**config.mk**
```make
export PLATFORM = sky130hd
export DESIGN_NAME = aof_top
export DESIGN_NICKNAME = d
export VERILOG_FILES = /design/src/aof_pkg.sv /design/src/aof_top.sv /design/src/aof_prbs.sv
export VERILOG_INCLUDE_DIRS = /design/src /design/src/src
export SDC_FILE = /design/constraint.sdc
export NUM_CORES = 1
export LEC_CHECK = 0
export BUFFER_PORTS_ARGS = -buffer_cell sky130_fd_sc_hd__buf_2
export CAP_MARGIN = 20
export CORE_MARGIN = 5
export CORE_UTILIZATION = 30
export CTS_CLUSTER_SIZE = 10
export DETAILED_ROUTE_END_ITERATION = 10
export GPL_TIMING_DRIVEN = 0
export PLACE_DENSITY = 0.52
export SYNTH_ARGS = -nofsm -noshare
export SYNTH_HDL_FRONTEND = slang
export SYNTH_SLANG_ARGS = --single-unit
```
**constraint.sdc**
```tcl
create_clock -name clk -period 7.65 [get_ports clk]
set_clock_uncertainty 0.15 [all_clocks]
set_input_delay 0.3825 -clock clk [delete_from_list [all_inputs] [get_ports clk]]
set_output_delay 0.3825 -clock clk [all_outputs]
set_load 0.05 [all_outputs]
```
**src/aof_defs.svh**
```systemverilog
`ifndef AOF_DEFS_SVH
`define AOF_DEFS_SVH

// word and lane geometry
`define AOF_WORD_W          10
`define AOF_LANES           4
`define AOF_LAST_BIT        4'h9
`define AOF_PRBS_STEP_BIT   4'h8
`define AOF_FRAME_HIGH      4'h5

// sample rate figures, the bit slot divider and the low rate divider derived from them
`define AOF_RATE_MIN_MSPS   10
`define AOF_RATE_LOW_MSPS   5
`define AOF_SLOT_DIV        3'h2
`define AOF_SLOT_DIV_LOW    3'(`AOF_SLOT_DIV * `AOF_RATE_MIN_MSPS / `AOF_RATE_LOW_MSPS)

// serial port framing
`define AOF_ADDR_W          13
`define AOF_SPI_CMD_LAST    5'h0f
`define AOF_SPI_DATA_LAST   5'h17

// register addresses
`define AOF_REG_FRAME_CNT   13'h002
`define AOF_REG_TEST_MODE   13'h00d
`define AOF_REG_OUT_MODE    13'h014
`define AOF_REG_USER1_LO    13'h019
`define AOF_REG_USER1_HI    13'h01a
`define AOF_REG_USER2_LO    13'h01b
`define AOF_REG_USER2_HI    13'h01c

// output mode fields and reset values
`define AOF_BIT_TWOS        0
`define AOF_BIT_SWING       1
`define AOF_BIT_LSB_FIRST   2
`define AOF_BIT_LOW_RATE    3
`define AOF_OUT_MODE_RST    8'h00
`define AOF_USER_RST        8'h00
`define AOF_READ_NONE       8'h00

// fixed pattern words
`define AOF_WORD_MID        10'h200
`define AOF_WORD_ONES       10'h3ff
`define AOF_WORD_ZEROS      10'h000
`define AOF_WORD_CHECK_A    10'h2aa
`define AOF_WORD_CHECK_B    10'h155
`define AOF_WORD_SYNC       10'h01f
`define AOF_WORD_MIXED      10'h263

// pseudorandom generators
`define AOF_SHORT_W         9
`define AOF_SHORT_TAP       5
`define AOF_SHORT_SEED      23'h0000df
`define AOF_LONG_W          23
`define AOF_LONG_TAP        18
`define AOF_LONG_SEED       23'h0a6e02

`endif

```
**src/aof_pkg.sv**
```systemverilog
`include "aof_defs.svh"

package aof_pkg;

    typedef logic [`AOF_WORD_W-1:0] aof_word_t;

    typedef enum logic [3:0] {
        tm_off    = 4'h0,
        tm_mid    = 4'h1,
        tm_pfs    = 4'h2,
        tm_nfs    = 4'h3,
        tm_check  = 4'h4,
        tm_long   = 4'h5,
        tm_short  = 4'h6,
        tm_toggle = 4'h7,
        tm_user   = 4'h8,
        tm_bittog = 4'h9,
        tm_sync   = 4'ha,
        tm_onehi  = 4'hb,
        tm_mixed  = 4'hc
    } aof_test_t;

    typedef enum logic [3:0] {
        spi_idle = 4'b0001,
        spi_cmd  = 4'b0010,
        spi_data = 4'b0100,
        spi_done = 4'b1000
    } aof_spi_t;

endpackage

```
**src/aof_top.sv**
```systemverilog
// Summary of operation
// - offset binary by default, twos complement selectable
// - offset binary: full scale ones, midscale leading one
// - four lanes, ten bits per sample
// - bit clock at five per frame, both edges
// - frame clock marks each new word
// - low rate setting halves the frame rate
// - test code drives all four lanes alike; one gives midscale
// - codes two and three: ones, zeros, formatted
// - code four: checkerboard alternating, unformatted
// - codes five, six: long, short pseudorandom
// - code seven: ones and zeros word toggle
// - code eight: alternate two user words
// - code nine: fixed alternating bit word
// - code ten: fixed sync word
// - code eleven: only first bit set
// - code twelve: fixed mixed frequency word
// - short sequence 511 bits, seed 0x0df
// - long sequence 8388607 bits, inverted, seeded
// - msb first by default, lsb first option
`timescale 1ns/1ps
`include "aof_defs.svh"

module aof_top (
    input  wire logic               clk,
    input  wire logic               sys_rst,
    input  wire aof_pkg::aof_word_t adc_sample_0,
    input  wire aof_pkg::aof_word_t adc_sample_1,
    input  wire aof_pkg::aof_word_t adc_sample_2,
    input  wire aof_pkg::aof_word_t adc_sample_3,
    output logic                    sample_strobe,
    input  wire logic               spi_csb_n,
    input  wire logic               spi_sclk,
    input  wire logic               spi_sdio_in,
    output logic                    spi_sdio_out,
    output logic                    spi_sdio_oe,
    output logic                    lane_0,
    output logic                    lane_1,
    output logic                    lane_2,
    output logic                    lane_3,
    output logic                    bit_clock_out,
    output logic                    frame_clock_out,
    output logic                    reduced_swing_select
);
    import aof_pkg::*;

    ////////////////////////////////////////////////////////////////////////
    // functions

    // twos complement view of an offset binary word
    function automatic aof_word_t twos_fmt(input aof_word_t w,
                                           input logic twos);
        return twos ? {~w[`AOF_WORD_W-1], w[`AOF_WORD_W-2:0]} : w;
    endfunction

    // bit order seen on the lane
    function automatic aof_word_t orient(input aof_word_t w,
                                         input logic lsb_first);
        aof_word_t r;
        r = w;
        if (lsb_first) begin
            for (int i = 0; i < `AOF_WORD_W; i++) begin
                r[i] = w[`AOF_WORD_W-1-i];
            end
        end
        return r;
    endfunction

    // word chosen for a frame
    function automatic aof_word_t pick_word(input aof_test_t tm,
                                            input aof_word_t smp,
                                            input logic odd,
                                            input aof_word_t u1,
                                            input aof_word_t u2,
                                            input aof_word_t pl,
                                            input aof_word_t ps,
                                            input logic twos);
        aof_word_t w;
        case (tm)
            tm_mid:    w = twos_fmt(`AOF_WORD_MID, twos);
            tm_pfs:    w = twos_fmt(`AOF_WORD_ONES, twos);
            tm_nfs:    w = twos_fmt(`AOF_WORD_ZEROS, twos);
            tm_check:  w = odd ? `AOF_WORD_CHECK_B : `AOF_WORD_CHECK_A;
            tm_long:   w = twos_fmt(pl, twos);
            tm_short:  w = twos_fmt(ps, twos);
            tm_toggle: w = odd ? `AOF_WORD_ZEROS : `AOF_WORD_ONES;
            tm_user:   w = odd ? u2 : u1;
            tm_bittog: w = `AOF_WORD_CHECK_A;
            tm_sync:   w = `AOF_WORD_SYNC;
            tm_onehi:  w = `AOF_WORD_MID;
            tm_mixed:  w = `AOF_WORD_MIXED;
            default:   w = twos_fmt(smp, twos);
        endcase
        return w;
    endfunction

    ////////////////////////////////////////////////////////////////////////
    // serial port pin synchronisers

    logic [2:0] sync_meta;
    logic [2:0] sync_s;
    logic       sclk_d;
    logic [2:0] next_sync_meta;
    logic [2:0] next_sync_s;
    logic       next_sclk_d;
    logic       csb_s;
    logic       sclk_s;
    logic       sdio_s;
    logic       sclk_rise;
    logic       sclk_fall;

    // two flops per pin, edge detection on the second only
    always_comb begin
        next_sync_meta = {spi_csb_n, spi_sclk, spi_sdio_in};
        next_sync_s    = sync_meta;
        next_sclk_d    = sync_s[1];
    end

    always_ff @(posedge clk or posedge sys_rst) begin
        if (sys_rst) begin
            sync_meta <= 3'h4;
            sync_s    <= 3'h4;
            sclk_d    <= 1'b0;
        end else begin
            sync_meta <= next_sync_meta;
            sync_s    <= next_sync_s;
            sclk_d    <= next_sclk_d;
        end
    end

    assign csb_s     = sync_s[2];
    assign sclk_s    = sync_s[1];
    assign sdio_s    = sync_s[0];
    assign sclk_rise = sclk_s & ~sclk_d;
    assign sclk_fall = ~sclk_s & sclk_d;

    ////////////////////////////////////////////////////////////////////////
    // serial port slave: 16 bit instruction, one data byte

    aof_spi_t              spi_state;
    logic [4:0]            spi_cnt;
    logic [15:0]           spi_sh;
    logic [`AOF_ADDR_W-1:0] spi_addr;
    logic                  spi_rd;
    logic [7:0]            spi_tx;
    aof_spi_t              next_spi_state;
    logic [4:0]            next_spi_cnt;
    logic [15:0]           next_spi_sh;
    logic [`AOF_ADDR_W-1:0] next_spi_addr;
    logic                  next_spi_rd;
    logic [7:0]            next_spi_tx;
    logic                  next_sdio_out;
    logic                  next_sdio_oe;
    logic                  wr_en;
    logic [7:0]            wr_data;
    logic [7:0]            rd_data;
    logic [`AOF_ADDR_W-1:0] cmd_addr;

    assign cmd_addr = {spi_sh[`AOF_ADDR_W-2:0], sdio_s};

    // frame the instruction, then shift the data byte in or out
    always_comb begin
        next_spi_state = spi_state;
        next_spi_cnt   = spi_cnt;
        next_spi_sh    = spi_sh;
        next_spi_addr  = spi_addr;
        next_spi_rd    = spi_rd;
        next_spi_tx    = spi_tx;
        next_sdio_out  = spi_sdio_out;
        next_sdio_oe   = spi_sdio_oe;
        wr_en          = 1'b0;
        wr_data        = {spi_sh[6:0], sdio_s};
        if (sclk_rise) begin
            next_spi_sh  = {spi_sh[14:0], sdio_s};
            next_spi_cnt = spi_cnt + 5'h01;
        end
        case (spi_state)
            spi_idle: begin
                next_spi_cnt = '0;
                next_sdio_oe = 1'b0;
                if (!csb_s) begin
                    next_spi_state = spi_cmd;
                end
            end
            spi_cmd: begin
                if (sclk_rise && spi_cnt == `AOF_SPI_CMD_LAST) begin
                    next_spi_rd    = spi_sh[14];
                    next_spi_addr  = cmd_addr;
                    next_spi_tx    = rd_data;
                    next_spi_state = spi_data;
                end
            end
            spi_data: begin
                if (sclk_fall && spi_rd) begin
                    next_sdio_out = spi_tx[7];
                    next_sdio_oe  = 1'b1;
                    next_spi_tx   = {spi_tx[6:0], 1'b0};
                end
                if (sclk_rise && spi_cnt == `AOF_SPI_DATA_LAST) begin
                    wr_en          = ~spi_rd;
                    next_spi_state = spi_done;
                end
            end
            spi_done: begin
                if (sclk_fall) begin
                    next_sdio_oe = 1'b0;
                end
            end
            default: next_spi_state = spi_idle;
        endcase
        if (csb_s) begin
            next_spi_state = spi_idle;
            next_sdio_oe   = 1'b0;
        end
    end

    always_ff @(posedge clk or posedge sys_rst) begin
        if (sys_rst) begin
            spi_state    <= spi_idle;
            spi_cnt      <= '0;
            spi_sh       <= '0;
            spi_addr     <= '0;
            spi_rd       <= 1'b0;
            spi_tx       <= '0;
            spi_sdio_out <= 1'b0;
            spi_sdio_oe  <= 1'b0;
        end else begin
            spi_state    <= next_spi_state;
            spi_cnt      <= next_spi_cnt;
            spi_sh       <= next_spi_sh;
            spi_addr     <= next_spi_addr;
            spi_rd       <= next_spi_rd;
            spi_tx       <= next_spi_tx;
            spi_sdio_out <= next_sdio_out;
            spi_sdio_oe  <= next_sdio_oe;
        end
    end

    ////////////////////////////////////////////////////////////////////////
    // configuration registers

    aof_test_t  test_mode;
    logic [7:0] out_mode;
    logic [7:0] user_reg [4];
    logic [7:0] frame_cnt;
    aof_test_t  next_test_mode;
    logic [7:0] next_out_mode;
    logic [7:0] next_user_reg [4];
    logic       tm_restart;

    // write decode; writing the test mode restarts the generators
    always_comb begin
        next_test_mode = test_mode;
        next_out_mode  = out_mode;
        next_user_reg  = user_reg;
        tm_restart     = 1'b0;
        if (wr_en) begin
            case (spi_addr)
                `AOF_REG_TEST_MODE: begin
                    next_test_mode = aof_test_t'(wr_data[3:0]);
                    tm_restart     = 1'b1;
                end
                `AOF_REG_OUT_MODE: next_out_mode    = wr_data;
                `AOF_REG_USER1_LO: next_user_reg[0] = wr_data;
                `AOF_REG_USER1_HI: next_user_reg[1] = wr_data;
                `AOF_REG_USER2_LO: next_user_reg[2] = wr_data;
                `AOF_REG_USER2_HI: next_user_reg[3] = wr_data;
                default: ;
            endcase
        end
    end

    // read decode for the instruction address
    always_comb begin
        case (cmd_addr)
            `AOF_REG_FRAME_CNT: rd_data = frame_cnt;
            `AOF_REG_TEST_MODE: rd_data = {4'h0, test_mode};
            `AOF_REG_OUT_MODE:  rd_data = out_mode;
            `AOF_REG_USER1_LO:  rd_data = user_reg[0];
            `AOF_REG_USER1_HI:  rd_data = user_reg[1];
            `AOF_REG_USER2_LO:  rd_data = user_reg[2];
            `AOF_REG_USER2_HI:  rd_data = user_reg[3];
            default:            rd_data = `AOF_READ_NONE;
        endcase
    end

    always_ff @(posedge clk or posedge sys_rst) begin
        if (sys_rst) begin
            test_mode <= tm_off;
            out_mode  <= `AOF_OUT_MODE_RST;
            user_reg  <= '{default: `AOF_USER_RST};
        end else begin
            test_mode <= next_test_mode;
            out_mode  <= next_out_mode;
            user_reg  <= next_user_reg;
        end
    end

    assign reduced_swing_select = out_mode[`AOF_BIT_SWING];

    ////////////////////////////////////////////////////////////////////////
    // bit slot and frame timing

    logic [2:0] div_cnt;
    logic [3:0] bit_cnt;
    logic       frame_odd;
    logic [2:0] next_div_cnt;
    logic [3:0] next_bit_cnt;
    logic       next_frame_odd;
    logic [7:0] next_frame_cnt;
    logic       next_bclk;
    logic       next_fclk;
    logic       next_strobe;
    logic [2:0] div_lim;
    logic       slot_en;
    logic       mid_en;
    logic       load;

    // low rate doubles the slot length
    assign div_lim = out_mode[`AOF_BIT_LOW_RATE] ? `AOF_SLOT_DIV_LOW
                                                 : `AOF_SLOT_DIV;
    assign slot_en = (div_cnt == 3'h0);
    assign mid_en  = (div_cnt == (div_lim >> 1));
    assign load    = slot_en && (bit_cnt == `AOF_LAST_BIT);

    always_comb begin
        next_div_cnt   = (div_cnt >= div_lim - 3'h1) ? 3'h0 : div_cnt + 3'h1;
        next_bit_cnt   = bit_cnt;
        next_frame_odd = frame_odd;
        next_frame_cnt = frame_cnt;
        next_bclk      = bit_clock_out;
        next_fclk      = frame_clock_out;
        next_strobe    = load;
        if (slot_en) begin
            next_bit_cnt = load ? 4'h0 : bit_cnt + 4'h1;
            next_fclk = (next_bit_cnt < `AOF_FRAME_HIGH);
        end
        if (load) begin
            next_frame_odd = ~frame_odd;
            next_frame_cnt = frame_cnt + 8'h01;
        end
        if (mid_en) begin
            next_bclk = ~bit_clock_out;
        end
    end

    always_ff @(posedge clk or posedge sys_rst) begin
        if (sys_rst) begin
            div_cnt         <= 3'h0;
            bit_cnt         <= `AOF_LAST_BIT;
            frame_odd       <= 1'b1;
            frame_cnt       <= 8'h00;
            bit_clock_out   <= 1'b0;
            frame_clock_out <= 1'b0;
            sample_strobe   <= 1'b0;
        end else begin
            div_cnt         <= next_div_cnt;
            bit_cnt         <= next_bit_cnt;
            frame_odd       <= next_frame_odd;
            frame_cnt       <= next_frame_cnt;
            bit_clock_out   <= next_bclk;
            frame_clock_out <= next_fclk;
            sample_strobe   <= next_strobe;
        end
    end

    ////////////////////////////////////////////////////////////////////////
    // pseudorandom generators, stepped one slot before each load

    aof_word_t prbs_long;
    aof_word_t prbs_short;
    logic      prbs_adv;

    assign prbs_adv = slot_en && (bit_cnt == `AOF_PRBS_STEP_BIT);

    aof_prbs #(
        .W      (`AOF_LONG_W),
        .TAP    (`AOF_LONG_TAP),
        .SEED   (`AOF_LONG_SEED),
        .INVERT (1'b1)
    ) u_prbs_long (
        .clk     (clk),
        .sys_rst (sys_rst),
        .restart (tm_restart),
        .advance (prbs_adv),
        .word    (prbs_long)
    );

    aof_prbs #(
        .W      (`AOF_SHORT_W),
        .TAP    (`AOF_SHORT_TAP),
        .SEED   (`AOF_SHORT_SEED),
        .INVERT (1'b0)
    ) u_prbs_short (
        .clk     (clk),
        .sys_rst (sys_rst),
        .restart (tm_restart),
        .advance (prbs_adv),
        .word    (prbs_short)
    );

    ////////////////////////////////////////////////////////////////////////
    // lane serialisers

    aof_word_t lane_smp [`AOF_LANES];
    logic      lane_q   [`AOF_LANES];
    aof_word_t user1;
    aof_word_t user2;

    assign lane_smp[0] = adc_sample_0;
    assign lane_smp[1] = adc_sample_1;
    assign lane_smp[2] = adc_sample_2;
    assign lane_smp[3] = adc_sample_3;
    assign user1 = {user_reg[1], user_reg[0][7:6]};
    assign user2 = {user_reg[3], user_reg[2][7:6]};

    for (genvar i = 0; i < `AOF_LANES; i++) begin : g_lane
        aof_word_t sh;
        aof_word_t next_sh;
        logic      next_q;
        aof_word_t word;

        assign word = orient(pick_word(test_mode, lane_smp[i], ~frame_odd,
                                       user1, user2, prbs_long, prbs_short,
                                       out_mode[`AOF_BIT_TWOS]),
                             out_mode[`AOF_BIT_LSB_FIRST]);

        // one bit per slot, msb of shifter first
        always_comb begin
            next_sh = sh;
            next_q  = lane_q[i];
            if (load) begin
                next_q  = word[`AOF_WORD_W-1];
                next_sh = {word[`AOF_WORD_W-2:0], 1'b0};
            end else if (slot_en) begin
                next_q  = sh[`AOF_WORD_W-1];
                next_sh = {sh[`AOF_WORD_W-2:0], 1'b0};
            end
        end

        always_ff @(posedge clk or posedge sys_rst) begin
            if (sys_rst) begin
                sh        <= '0;
                lane_q[i] <= 1'b0;
            end else begin
                sh        <= next_sh;
                lane_q[i] <= next_q;
            end
        end
    end

    assign lane_0 = lane_q[0];
    assign lane_1 = lane_q[1];
    assign lane_2 = lane_q[2];
    assign lane_3 = lane_q[3];

endmodule

```
**src/aof_prbs.sv**
```systemverilog
`timescale 1ns/1ps
`include "aof_defs.svh"

module aof_prbs #(
    parameter int          W      = `AOF_SHORT_W,
    parameter int          TAP    = `AOF_SHORT_TAP,
    parameter logic [22:0] SEED   = `AOF_SHORT_SEED,
    parameter bit          INVERT = 1'b0
) (
    input  wire logic             clk,
    input  wire logic             sys_rst,
    input  wire logic             restart,
    input  wire logic             advance,
    output aof_pkg::aof_word_t    word
);
    import aof_pkg::*;

    logic [W-1:0] state;
    logic [W-1:0] next_state;
    aof_word_t    next_word;

    // run the generator one whole word ahead, first bit into the msb
    always_comb begin
        logic [W-1:0] s;
        logic         fb;
        aof_word_t    w;
        s  = restart ? SEED[W-1:0] : state;
        fb = 1'b0;
        w  = '0;
        for (int i = 0; i < `AOF_WORD_W; i++) begin
            fb = s[W-1] ^ s[TAP-1];
            w[`AOF_WORD_W-1-i] = fb ^ INVERT;
            s = {s[W-2:0], fb};
        end
        next_state = restart ? SEED[W-1:0] : state;
        next_word  = word;
        if (advance) begin
            next_state = s;
            next_word  = w;
        end
    end

    // generator state and the word it last produced
    always_ff @(posedge clk or posedge sys_rst) begin
        if (sys_rst) begin
            state <= SEED[W-1:0];
            word  <= '0;
        end else begin
            state <= next_state;
            word  <= next_word;
        end
    end

endmodule

```
After elaboration in Yosys (flattened, before gate mapping). Cells that the tools add are included.

$add $sub $neg: 5. Order comparisons: 2. Equal/unequal tests: 41. Muxes and demuxes: 61. Bitwise logic cells: 43. Reduce and logical (&&, ||, !) cells: 21.

Operator list (number): one-hot mux 10 bit (12 select lines) (4); 2-to-1 mux 10 bit (24); equality test 13 x 5 -> 1 bit, second input constant (10); one-hot mux 8 bit (7 select lines) (1); 2-to-1 mux 23 bit (2); equality test 4 bit, second input constant (8); equality test 13 x 4 -> 1 bit, second input constant (2); inverter 1 bit (21); equality test 4 x 3 -> 1 bit, second input constant (5); XOR 1 bit (20); 2-to-1 mux 9 bit (2); 2-to-1 mux 4 bit (4); 2-to-1 mux 8 bit (2); one-hot mux 4 bit (4 select lines) (1); one-hot mux 8 bit (2 select lines) (1); AND reduction 2 bit (8); 2-to-1 mux 1 bit (15); equality test 13 x 2 -> 1 bit, second input constant (1); equality test 4 x 2 -> 1 bit, second input constant (3); inequality test 3 bit, second input constant (4); 2-to-1 mux 5 bit (2); AND reduction 3 bit (3); adder 8 x 1 -> 8 bit, second input constant (1); equality test 4 x 1 -> 1 bit, second input constant (2); 17 further kinds (27).

Flip-flop bits (word level): 214. Bits of input ports: 45. Output and inout port bits: 10. Logic and storage cells: 209.

Logic depth before layout (Yosys ltp). Gate-level depths: netlist of run 1.

Word-level depth: 10. Gate-level depth with buffers: 10. Gate-level depth less buffers: 8.

By module. Synthesis of run 1 repeated with hierarchy kept, for this count alone.

Cell total of the unflattened synthesis: 1027. Area total of the unflattened synthesis: 10702.8 um^2.

Modules (own cells, without submodules): aof_top (times used 1, cells each 826, area an instance 8345.5 um^2, sequential area each 3961.3 um^2); aof_prbs (u_prbs_long) (times used 1, cells each 117, area an instance 1448.9 um^2, sequential area each 835.8 um^2); aof_prbs (u_prbs_short) (times used 1, cells each 84, area an instance 908.4 um^2, sequential area each 484.2 um^2).

Worst setup path after synthesis of run 1. OpenSTA, ideal clock, no wires.

Kind: reg-to-reg. From: register div_cnt[0]. To: register g_lane[0].sh[2]. Library setup time: 158 ps. Arrival: 2062 ps. Data required time: 7342 ps. Slack: 5280 ps. Cell stages (with the launch flop): 10. Buffers on the path: 2. Period minus slack after synthesis: 2370 ps. Path through: dfrtp_1 -> inv_1 -> ha_1 -> nor2b_1 -> clkbuf_1 -> nand3_1 -> clkbuf_1 -> nor4b_1 -> o21a_1 -> a2111oi_0.

Cells in the longest elaborated chain, start to end: 3. Elaborated cells between the ends (all ways): 4. Those cells by class: mux: 1; reduce/logical: 3.

Ends and longest elaborated chain: start, declared (RTL line aof_top.sv:304) `logic [2:0] div_cnt;`; start signal, assigned (RTL line aof_top.sv:357) `div_cnt <= next_div_cnt;`; logical NOT 3 bit * (RTL line aof_top.sv:322) `assign slot_en = (div_cnt == 3'h0);`; logical AND 1 bit (RTL line aof_top.sv:324) `` assign load = slot_en && (bit_cnt == `AOF_LAST_BIT); ``; 2-to-1 mux 10 bit / nonzero test 2 bit (equally long branches); end signal, assigned (RTL line aof_top.sv:446) `sh <= next_sh;`; end, declared (RTL line aof_top.sv:418) `aof_word_t sh;`.

Every way passes the cells marked *; elsewhere a longest branch is shown, timed or not. A chain may end at the register's enable or synchronous reset.

Final worst setup path of run 1.
From: register div_cnt[0]. To: register g_lane[3].sh[2].

Cells in the longest elaborated chain, start to end: 3. Elaborated cells between the ends (all ways): 4. Those cells by class: mux: 1; reduce/logical: 3.

Ends and longest elaborated chain (RTL line): logical NOT 3 bit * (aof_top.sv:322); logical AND 1 bit (aof_top.sv:324); 2-to-1 mux 10 bit / nonzero test 2 bit (equally long branches); end signal, assigned (aof_top.sv:446); end, declared (aof_top.sv:418).

Marks and branches as above.

==> impl_metrics.env, run 1 <==
export IMPL_path_max_fanout=10
export IMPL_clk_root_buffer_cell="clkbuf_16"
export IMPL_port_buffers=54
export IMPL_crit_start="div_cnt[0]"
export IMPL_final_common_cell="dfrtp_1"
export IMPL_fp_dieH_um=199.6
export IMPL_clk_path_buf_depth=3
export IMPL_vias_per_cell=5.200
export IMPL_antenna_cells=0
export IMPL_stdcell_count=1653
export IMPL_clk_pin_slew_ns=0.06
export IMPL_yosys_warnings=0
export IMPL_ys_ff_latch=210
export IMPL_initial_core_util=0.3033
export IMPL_cpMostUsedCell="clkbuf_1"
export IMPL_path_buf_inv=5
export IMPL_antenna_found_initial=0
export IMPL_place_congestion=0.8855
export IMPL_crit_arrival_ns=3.69
export IMPL_synthFlopType="dfrtp_1"
export IMPL_period_needed_ns=3.383
export IMPL_grt_max_degree=108
export IMPL_rsz0062_at_grt="no"
export IMPL_fp_coreArea_sq_um=35570
export IMPL_async_reset_ff_frac=1.000
export IMPL_yosys_area_top_type_share=0.4384
export IMPL_fin_nets=1226
export IMPL_gr_total_overflow=0
export IMPL_worstSkewPairLatency_ns=0.52
export IMPL_power_leakage_uw=0.005572
export IMPL_cts_tree="built"
export IMPL_combPwrFrac=0.067
export IMPL_synthCells=1069
export IMPL_p_sw_frac=0.2402
export IMPL_drv_slew=0
export IMPL_p_switching_uw=613.6
export IMPL_cts_resized=0
export IMPL_wl_um=30060
export IMPL_hold_slack_ns=0.02181
export IMPL_p_per_area_nw_per_um2=201.1
export IMPL_syn_to_final_growth_pct=17.76
export IMPL_cp_top_family="buffers and inverters"
export IMPL_r2r_start="div_cnt[0]"
export IMPL_largest_register_ffs=36
export IMPL_synth_distinct_cells=76
export IMPL_post_route_period_util=0.4423
export IMPL_startpoint_type="flop"
export IMPL_clock_sinks=210
export IMPL_hold_viol_final=0
export IMPL_final_cell_mix="dfrtp_1, nand2_1, buf_2"
export IMPL_synthTopCellsByArea="dfrtp_1, mux2_2, dfstp_2"
export IMPL_synth_nets=1123
export IMPL_fin_ws_ns=4.267
export IMPL_num_rows=69
export IMPL_post_route_util=0.3571
export IMPL_hold_class="input pin to flop"
export IMPL_ant_nets=0
export IMPL_n_fill_cell=3578
export IMPL_power_frac_clock=0.478
export IMPL_avgSynthCellArea_sq_um=10.09
export IMPL_dr_first_iter_drc_count=560
export IMPL_vias=8596
export IMPL_max_freq_ghz=0.2956
export IMPL_relSlewSlack=0.3585
export IMPL_ys_seq_area_frac=0.4896
export IMPL_wl_per_cell_um=18.18
export IMPL_worstSetupEndpointType="flop"
export IMPL_yosys_area_top_type="dfrtp_1"
export IMPL_die_area_sq_um=39850
export IMPL_post_place_ws_ns=4.366
export IMPL_htreeDepth=1
export IMPL_drc_errors=0
export IMPL_pin_count=55
export IMPL_reg_top3="g_lane.sh (36), u_prbs_long.state (23), spi_sh (15)"
export IMPL_status="complete, no violations"
export IMPL_p_int_uw=1941
export IMPL_slowest_delay_ns=0.61
export IMPL_die_x_um=199.6
export IMPL_drive_gt1_frac=0.1703
export IMPL_grt_pass1_vias=8742
export IMPL_dp_hpwl_um=21180
export IMPL_slowest_stage="dlygate4sd3_1"
export IMPL_crit_required_ns=7.96
export IMPL_cts_buffers_inserted=26
export IMPL_grt_first_pass_wirelength_um=48930
export IMPL_dp_cells=1585
export IMPL_synth_edff_count=0
export IMPL_pwr_share_seq=0.456
export IMPL_min_from="adc_sample_0[8]"
export IMPL_grt_usage=0.1511
export IMPL_critPathKind="flop to flop"
export IMPL_drv_cap=0
export IMPL_tns_ns=0
export IMPL_multiInputGateArea_sq_um=5077
export IMPL_worstPathCellList="inv_1 -> ha_1 -> nor2b_1 -> clkbuf_1 -> nand3_1 -> clkbuf_1 -> nor4b_1 -> clkbuf_2 -> o21a_1 -> a2111oi_0 -> dlygate4sd3_1"
export IMPL_regMostFlops="g_lane.sh"
export IMPL_ir_worst_vdd_mv=0.1195
export IMPL_worst_slew_pin_slew_ns=0.9601
export IMPL_synth_cell_area_sq_um=10790
export IMPL_setup_violations=0
export IMPL_firstDrtPassIters=5
export IMPL_regArea_sq_um=5281
-- through the flow --
stage                     area [sq um]  total power (uW)
after global routing             12700              2645
final                            12700              2554
after global placement           11630              1344
after detailed placement         11670              1347
after CTS                        12700              2588
after floorplan                  10790              1280
-- power groups by stage --
stage          logic (uW)  clock network, uW  registers [uW]
2_1_floorplan         101                  0            1180
6_report              171               1220            1160
5_1_grt               189               1290            1170
3_3_place_gp          162                  0            1180
3_5_place_dp          164                  0            1180
4_1_cts               171               1250            1160
-- worst register-to-register path: stages, from the launching register on --
cell and delay (ns):
dfrtp_1 0.43, inv_1 0.07, ha_1 0.22, nor2b_1 0.14, clkbuf_1 0.21, nand3_1 0.15
clkbuf_1 0.40, nor4b_1 0.10, clkbuf_2 0.18, o21a_1 0.26, a2111oi_0 0.42, dlygate4sd3_1 0.61
-- kinds of logic (layout without fill, tap and decap cells) --
family,count (synthesis),after routing,synth area share
compound gates,252,252,0.1610
xor+xnor,45,45,0.03653
fa+ha+maj,9,9,0.01044
buf+inv,102,225,0.03978
flops,210,210,0.4896
mux,79,79,0.08281
simple gates,372,372,0.1799
-- cells in the mapped netlist (all sizes together) (5+ instances only) --
master	count
dfrtp	189
nand2	143
mux2	58
nor3	58
nor2	52
clkbuf	51
a21oi	43
o22ai	42
o21ai	41
xnor2	29
buf	25
inv	25
a2111oi	21
dfstp	21
mux2i	21
a211oi	18
nand3	17
xor2	16
nor4b	12
nor2b	11
o22a	11
o31ai	11
a221oi	9
a22o	9
a22oi	9
a31oi	9
and3b	9
ha	9
nor4	8
nand3b	7
nand4	7
nor3b	7
and2	6
nand2b	6
nor4bb	6
a2bb2oi	5
and3	5
nand4b	5
or3	5
-- layout make-up --
class                      count  area share
buffer                        76     0.02610
clock inverter                 3    0.005122
clock buffer                  45     0.06087
tap                          461     0.04541
inverter                      26    0.008273
sequential                   210      0.4157
multi-input combinational    757      0.3997
timing repair buffer          75     0.03881
-- metal layers --
| layer | routed length [um] | part of all wire | up-vias | GRT usage |
|---|---|---|---|---|
| li1 | - | - | 4126 | - |
| met1 | 14650 | 0.49 | 4276 | 0.2225 |
| met2 | 13540 | 0.45 | 146 | 0.2341 |
| met3 | 1239 | 0.041 | 48 | 0.02057 |
| met4 | 628 | 0.021 | 0 | 0.04025 |
| met5 | 0 | 0 | - | 0 |
-- final timing paths --
kind	slack, ns	cells after the start	to
hold / removal	0.02	3	g_lane[0].sh[9]
min in group asynchronous	0.35	3	next_sync_s[1]
setup / recovery	4.27	11	g_lane[3].sh[2]
max in group asynchronous	6.04	4	u_prbs_short.state[7]
hold reg to reg	0.21	0	sync_s[2]
setup reg to reg	4.27	11	g_lane[3].sh[2]
-- timing repair --
action / in CTS / in global routing
hold endpoints to repair: 112 / 0
buffers inserted: 0 / 0
hold buffers: 19 / 0
Note: power is estimated with default switching activity, not from simulation.
==> run 2, diff against run 1 <==
- PLACE_DENSITY: 0.52 -> 0.53
- clock period: 7.65 -> 3 ns (I/O delays scaled with it)
==> impl_metrics.env, run 2 (synthesized netlist as in run 1, its figures left out) <==
export IMPL_hold_class="input pin to flop"
export IMPL_grt_first_pass_wirelength_um=49890
export IMPL_crit_arrival_ns=3.05
export IMPL_timing_rr_end="g_lane[1].sh[9]"
export IMPL_grt_max_degree=40
export IMPL_htreeDepth=1
export IMPL_drc_errors=0
export IMPL_reg2reg_depth=8
export IMPL_vias_per_cell=5.218
export IMPL_reg_top3="g_lane.sh (36), u_prbs_long.state (23), spi_sh (15)"
export IMPL_die_x_um=199.6
export IMPL_drv_cap=0
export IMPL_crit_required_ns=3.27
export IMPL_clk_root_buffer_cell="clkbuf_16"
export IMPL_clock_sinks=210
export IMPL_firstDrtPassIters=5
export IMPL_worst_slew_pin_slew_ns=0.9293
export IMPL_rsz0062_at_grt="yes"
export IMPL_worstSetupEndpointType="flop"
export IMPL_largest_register_ffs=36
export IMPL_max_freq_ghz=0.3595
export IMPL_grt_usage=0.1536
export IMPL_place_congestion=0.8741
export IMPL_pin_count=55
export IMPL_cp_top_family="buffers and inverters"
export IMPL_crit_start="div_cnt[0]"
export IMPL_fin_nets=1256
export IMPL_clk_path_buf_depth=3
export IMPL_ir_worst_vdd_mv=0.2802
export IMPL_reg2reg_slack_ns=0.22
export IMPL_cts_tree="built"
export IMPL_fp_coreArea_sq_um=35570
export IMPL_status="complete, no violations"
export IMPL_fp_dieH_um=199.6
export IMPL_antenna_found_initial=0
export IMPL_path_max_fanout=10
export IMPL_slowest_stage="clkbuf_1"
export IMPL_slowest_delay_ns=0.48
export IMPL_gr_total_overflow=0
export IMPL_post_route_period_util=0.9273
export IMPL_dr_first_iter_drc_count=711
export IMPL_startpoint_type="flop"
export IMPL_clk_pin_slew_ns=0.06
export IMPL_post_route_util=0.3671
export IMPL_regMostFlops="g_lane.sh"
export IMPL_r2r_start="div_cnt[0]"
export IMPL_worstSkewPairLatency_ns=0.54
export IMPL_dp_hpwl_um=21480
export IMPL_p_per_area_nw_per_um2=487.5
export IMPL_final_common_cell="dfrtp_1"
export IMPL_period_needed_ns=2.782
export IMPL_die_area_sq_um=39850
export IMPL_total_power_uw=6366
export IMPL_setup_violations=0
export IMPL_post_cts_setup_buffer_count=0
export IMPL_final_cell_mix="dfrtp_1, nand2_1, buf_2"
export IMPL_worstPathCellList="inv_1 -> ha_1 -> nor2b_1 -> clkbuf_1 -> clkbuf_1 -> clkbuf_2 -> o22ai_1 -> nor4b_1"
export IMPL_ant_nets=0
export IMPL_wl_per_cell_um=18.05
export IMPL_grt_pass1_vias=8819
export IMPL_drv_slew=0
export IMPL_cpMostUsedCell="clkbuf_1"
export IMPL_hold_viol_final=0
export IMPL_num_rows=69
export IMPL_worst_path_stages=8
export IMPL_port_buffers=54
export IMPL_drive_gt1_frac=0.1776
export IMPL_initial_core_util=0.3033
export IMPL_cp_endpoint="g_lane[1].sh[9]"
export IMPL_power_leakage_uw=0.005699
export IMPL_dp_cells=1590
export IMPL_stdcell_count=1683
export IMPL_syn_to_final_growth_pct=21.05
export IMPL_cts_buffers_inserted=26
export IMPL_path_buf_inv=4
export IMPL_vias=8782
export IMPL_critPathKind="flop to flop"
export IMPL_relSlewSlack=0.3791
export IMPL_wl_um=30380
export IMPL_antenna_cells=0
-- run 2: area by class of cell --
type,instances,area [sq um]
fill,3582,22510
sequential,210,5281
multi-input combinational,757,5137
timing repair buffer,105,840.8
clock buffer,45,763.2
tap,461,576.8
buffer,76,335.3
inverter,26,105.1
clock inverter,3,18.77
-- run 2: how the worst min path moves through the flow --
stage	from	end	slack [ns]	cells after the start
finish	spi_sclk	next_sync_s[1]	0.12	2
global route	spi_sclk	next_sync_s[1]	0.13	2
CTS	spi_sclk	next_sync_s[1]	0.1	2
detailed placement	sys_rst	spi_cnt[0]	0.01	2
global placement	spi_csb_n	next_sync_s[2]	0.10	1
floorplan	spi_csb_n	next_sync_s[2]	0.004	0
-- run 2: per-stage QoR --
step / setup slack, ns / area (sq um) / hold slack [ns] / setup TNS (ns)
floorplan: -0.01106 / 10790 / 0.004478 / -2.091
global placement: -1.558 / 11640 / 0.1048 / -299.86
detailed placement: -0.2846 / 11760 / 0.009746 / -1.077
CTS: 0.02622 / 13010 / 0.09906 / 0
global route: -0.007809 / 13060 / 0.1338 / -0.007809
finish: 0.2180 / 13060 / 0.1227 / 0
-- run 2: power breakdown --
group | internal, uW | leakage [uW] | switching (uW)
logic | 181 | 0.00260 | 297
registers | 2900 | 0.00273 | 65.6
clock network | 1710 | 0.000378 | 1200
-- run 2: timing repair --
action	CTS	global route
cloned	0	0
setup endpoints to repair	12	38
resized for setup	3	16
hold buffers	45	0
hold endpoints to repair	90	0
-- run 2: metal layers --
| metal | global-route usage | vias to the layer above | wire length (um) |
|---|---|---|---|
| met2 | 0.2426 | 232 | 14050 |
| met5 | 0 | - | 0 |
| met4 | 0.03597 | 0 | 521 |
| met1 | 0.2223 | 4326 | 14230 |
| met3 | 0.02428 | 37 | 1574 |
| li1 | - | 4187 | - |
==> run 3, diff against run 2 <==
- CORE_UTILIZATION: 30 -> 56
- PLACE_DENSITY: 0.53 -> 0.84
==> impl_metrics.env, run 3 (synthesized netlist as in run 1, its figures left out) <==
export IMPL_status="complete, no violations"
export IMPL_grt_pass1_vias=9092
export IMPL_cpMostUsedCell="clkbuf_1"
export IMPL_pwr_share_seq=0.481
export IMPL_num_rows=50
export IMPL_final_common_cell="dfrtp_1"
export IMPL_r2r_start="div_cnt[0]"
export IMPL_post_cts_setup_buffer_count=0
export IMPL_wl_um=28900
export IMPL_largest_register_ffs=36
export IMPL_gr_total_overflow=0
export IMPL_drive_gt1_frac=0.1734
export IMPL_fp_coreArea_sq_um=18830
export IMPL_regMostFlops="g_lane.sh"
export IMPL_regArea_sq_um=5281
export IMPL_post_place_ws_ns=-0.2887
export IMPL_stdcell_count=1478
export IMPL_fin_ws_ns=0.1943
export IMPL_clk_root_buffer_cell="clkbuf_16"
export IMPL_drv_slew=0
export IMPL_hold_viol_final=0
export IMPL_clock_sinks=210
export IMPL_worstPathCellList="inv_1 -> ha_1 -> nor2b_1 -> clkbuf_1 -> clkbuf_2 -> clkbuf_1 -> o22ai_1 -> a221oi_1"
export IMPL_combPwrFrac=0.077
export IMPL_power_leakage_uw=0.005646
export IMPL_port_buffers=54
export IMPL_htreeDepth=1
export IMPL_worst_slew_pin_slew_ns=0.9133
export IMPL_die_x_um=148.8
export IMPL_setup_violations=0
export IMPL_p_int_uw=4658
export IMPL_path_max_fanout=10
export IMPL_die_area_sq_um=22140
export IMPL_initial_core_util=0.5729
export IMPL_reg_top3="g_lane.sh (36), u_prbs_long.state (23), spi_sh (15)"
export IMPL_cts_buffers_inserted=25
export IMPL_antenna_found_initial=0
export IMPL_worstSetupEndpointType="flop"
export IMPL_crit_start="div_cnt[0]"
export IMPL_crit_arrival_ns=3.05
export IMPL_ir_worst_vdd_mv=0.3087
export IMPL_relSlewSlack=0.3855
export IMPL_vias=9251
export IMPL_fp_dieH_um=148.8
export IMPL_wl_per_cell_um=19.55
export IMPL_grt_usage=0.2604
export IMPL_vias_per_cell=6.259
export IMPL_p_switching_uw=1507
export IMPL_total_power_uw=6164
export IMPL_ant_nets=0
export IMPL_hold_class="input pin to flop"
export IMPL_p_per_area_nw_per_um2=485.3
export IMPL_syn_to_final_growth_pct=17.76
export IMPL_tns_ns=0
export IMPL_hold_end="next_sync_s[0]"
export IMPL_power_frac_clock=0.441
export IMPL_slowest_delay_ns=0.44
export IMPL_cts_tree="built"
export IMPL_post_route_util=0.6746
export IMPL_min_from="spi_sdio_in"
export IMPL_reg2reg_slack_ns=0.19
export IMPL_period_needed_ns=2.806
export IMPL_pin_count=55
export IMPL_startpoint_type="flop"
export IMPL_dr_first_iter_drc_count=1066
export IMPL_max_freq_ghz=0.3564
export IMPL_final_cell_mix="dfrtp_1, nand2_1, buf_2"
export IMPL_n_fill_cell=1367
export IMPL_clk_path_buf_depth=3
export IMPL_dp_cells=1388
export IMPL_timing_rr_end="lane_1"
export IMPL_place_congestion=0.9490
export IMPL_worstSkewPairLatency_ns=0.52
export IMPL_crit_required_ns=3.24
export IMPL_slowest_stage="dfrtp_1"
export IMPL_dp_hpwl_um=19690
export IMPL_firstDrtPassIters=5
export IMPL_multiInputGateArea_sq_um=5122
export IMPL_post_route_period_util=0.9352
export IMPL_grt_first_pass_wirelength_um=47110
export IMPL_cp_top_family="buffers and inverters"
export IMPL_drv_cap=0
export IMPL_fin_nets=1253
export IMPL_grt_max_degree=44
export IMPL_hold_path_depth=2
export IMPL_p_sw_frac=0.2444
export IMPL_reg2reg_depth=8
export IMPL_critPathKind="flop to flop"
export IMPL_path_buf_inv=4
export IMPL_drc_errors=0
export IMPL_clk_pin_slew_ns=0.06
## run 3: timing repair
item	CTS	global route
resized for setup	3	14
hold endpoints to repair	66	0
hold buffers	44	0
endpoints found under the setup margin	11	32
## run 3: stage by stage
stage,hold slack (ns),instance area (sq um)
3_3_place_gp,0.1055,11390
4_1_cts,0.1117,12670
5_1_grt,0.1108,12700
3_5_place_dp,0.1094,11490
2_1_floorplan,0.004478,10790
6_report,0.1213,12700
## run 3: worst max-delay path by stage
stage,end,slack (ns),cells past startpoint
6_report,lane_1,0.19,8
5_1_grt,g_lane[0].sh[8],-0.004,9
4_1_cts,g_lane[3].sh[8],0.05,9
3_5_place_dp,g_lane[2].sh[2],-0.29,9
3_3_place_gp,g_lane[3].sh[3],-1.19,2
2_1_floorplan,bit_clock_out,-0.01,1
## run 3: final cells by class
type | count | area share
Antenna cell | 1 | 0.0001970
Tap cell | 260 | 0.02561
Sequential cell | 210 | 0.4157
Timing Repair Buffer | 103 | 0.06382
Inverter | 26 | 0.008273
Clock buffer | 43 | 0.05535
Clock inverter | 2 | 0.001280
Multi-Input combinational cell | 757 | 0.4032
Buffer | 76 | 0.02649
## run 3: routing by layer
| layer | vias up | wire [um] | global-route usage | part of all wire |
|---|---|---|---|---|
| li1 | 4168 | - | - | - |
| met1 | 4520 | 11970 | 0.3579 | 0.41 |
| met2 | 470 | 13670 | 0.4219 | 0.47 |
| met3 | 93 | 2184 | 0.03981 | 0.076 |
| met4 | 0 | 1069 | 0.09748 | 0.037 |
| met5 | - | 0 | 0 | 0 |
## run 3: power by group through the flow
stage	clock, uW	combinational (uW)	sequential, uW
2_1_floorplan	0	259	3010
3_3_place_gp	0	390	3010
3_5_place_dp	0	421	3010
4_1_cts	2750	469	2970
5_1_grt	2860	519	2970
6_report	2720	476	2970
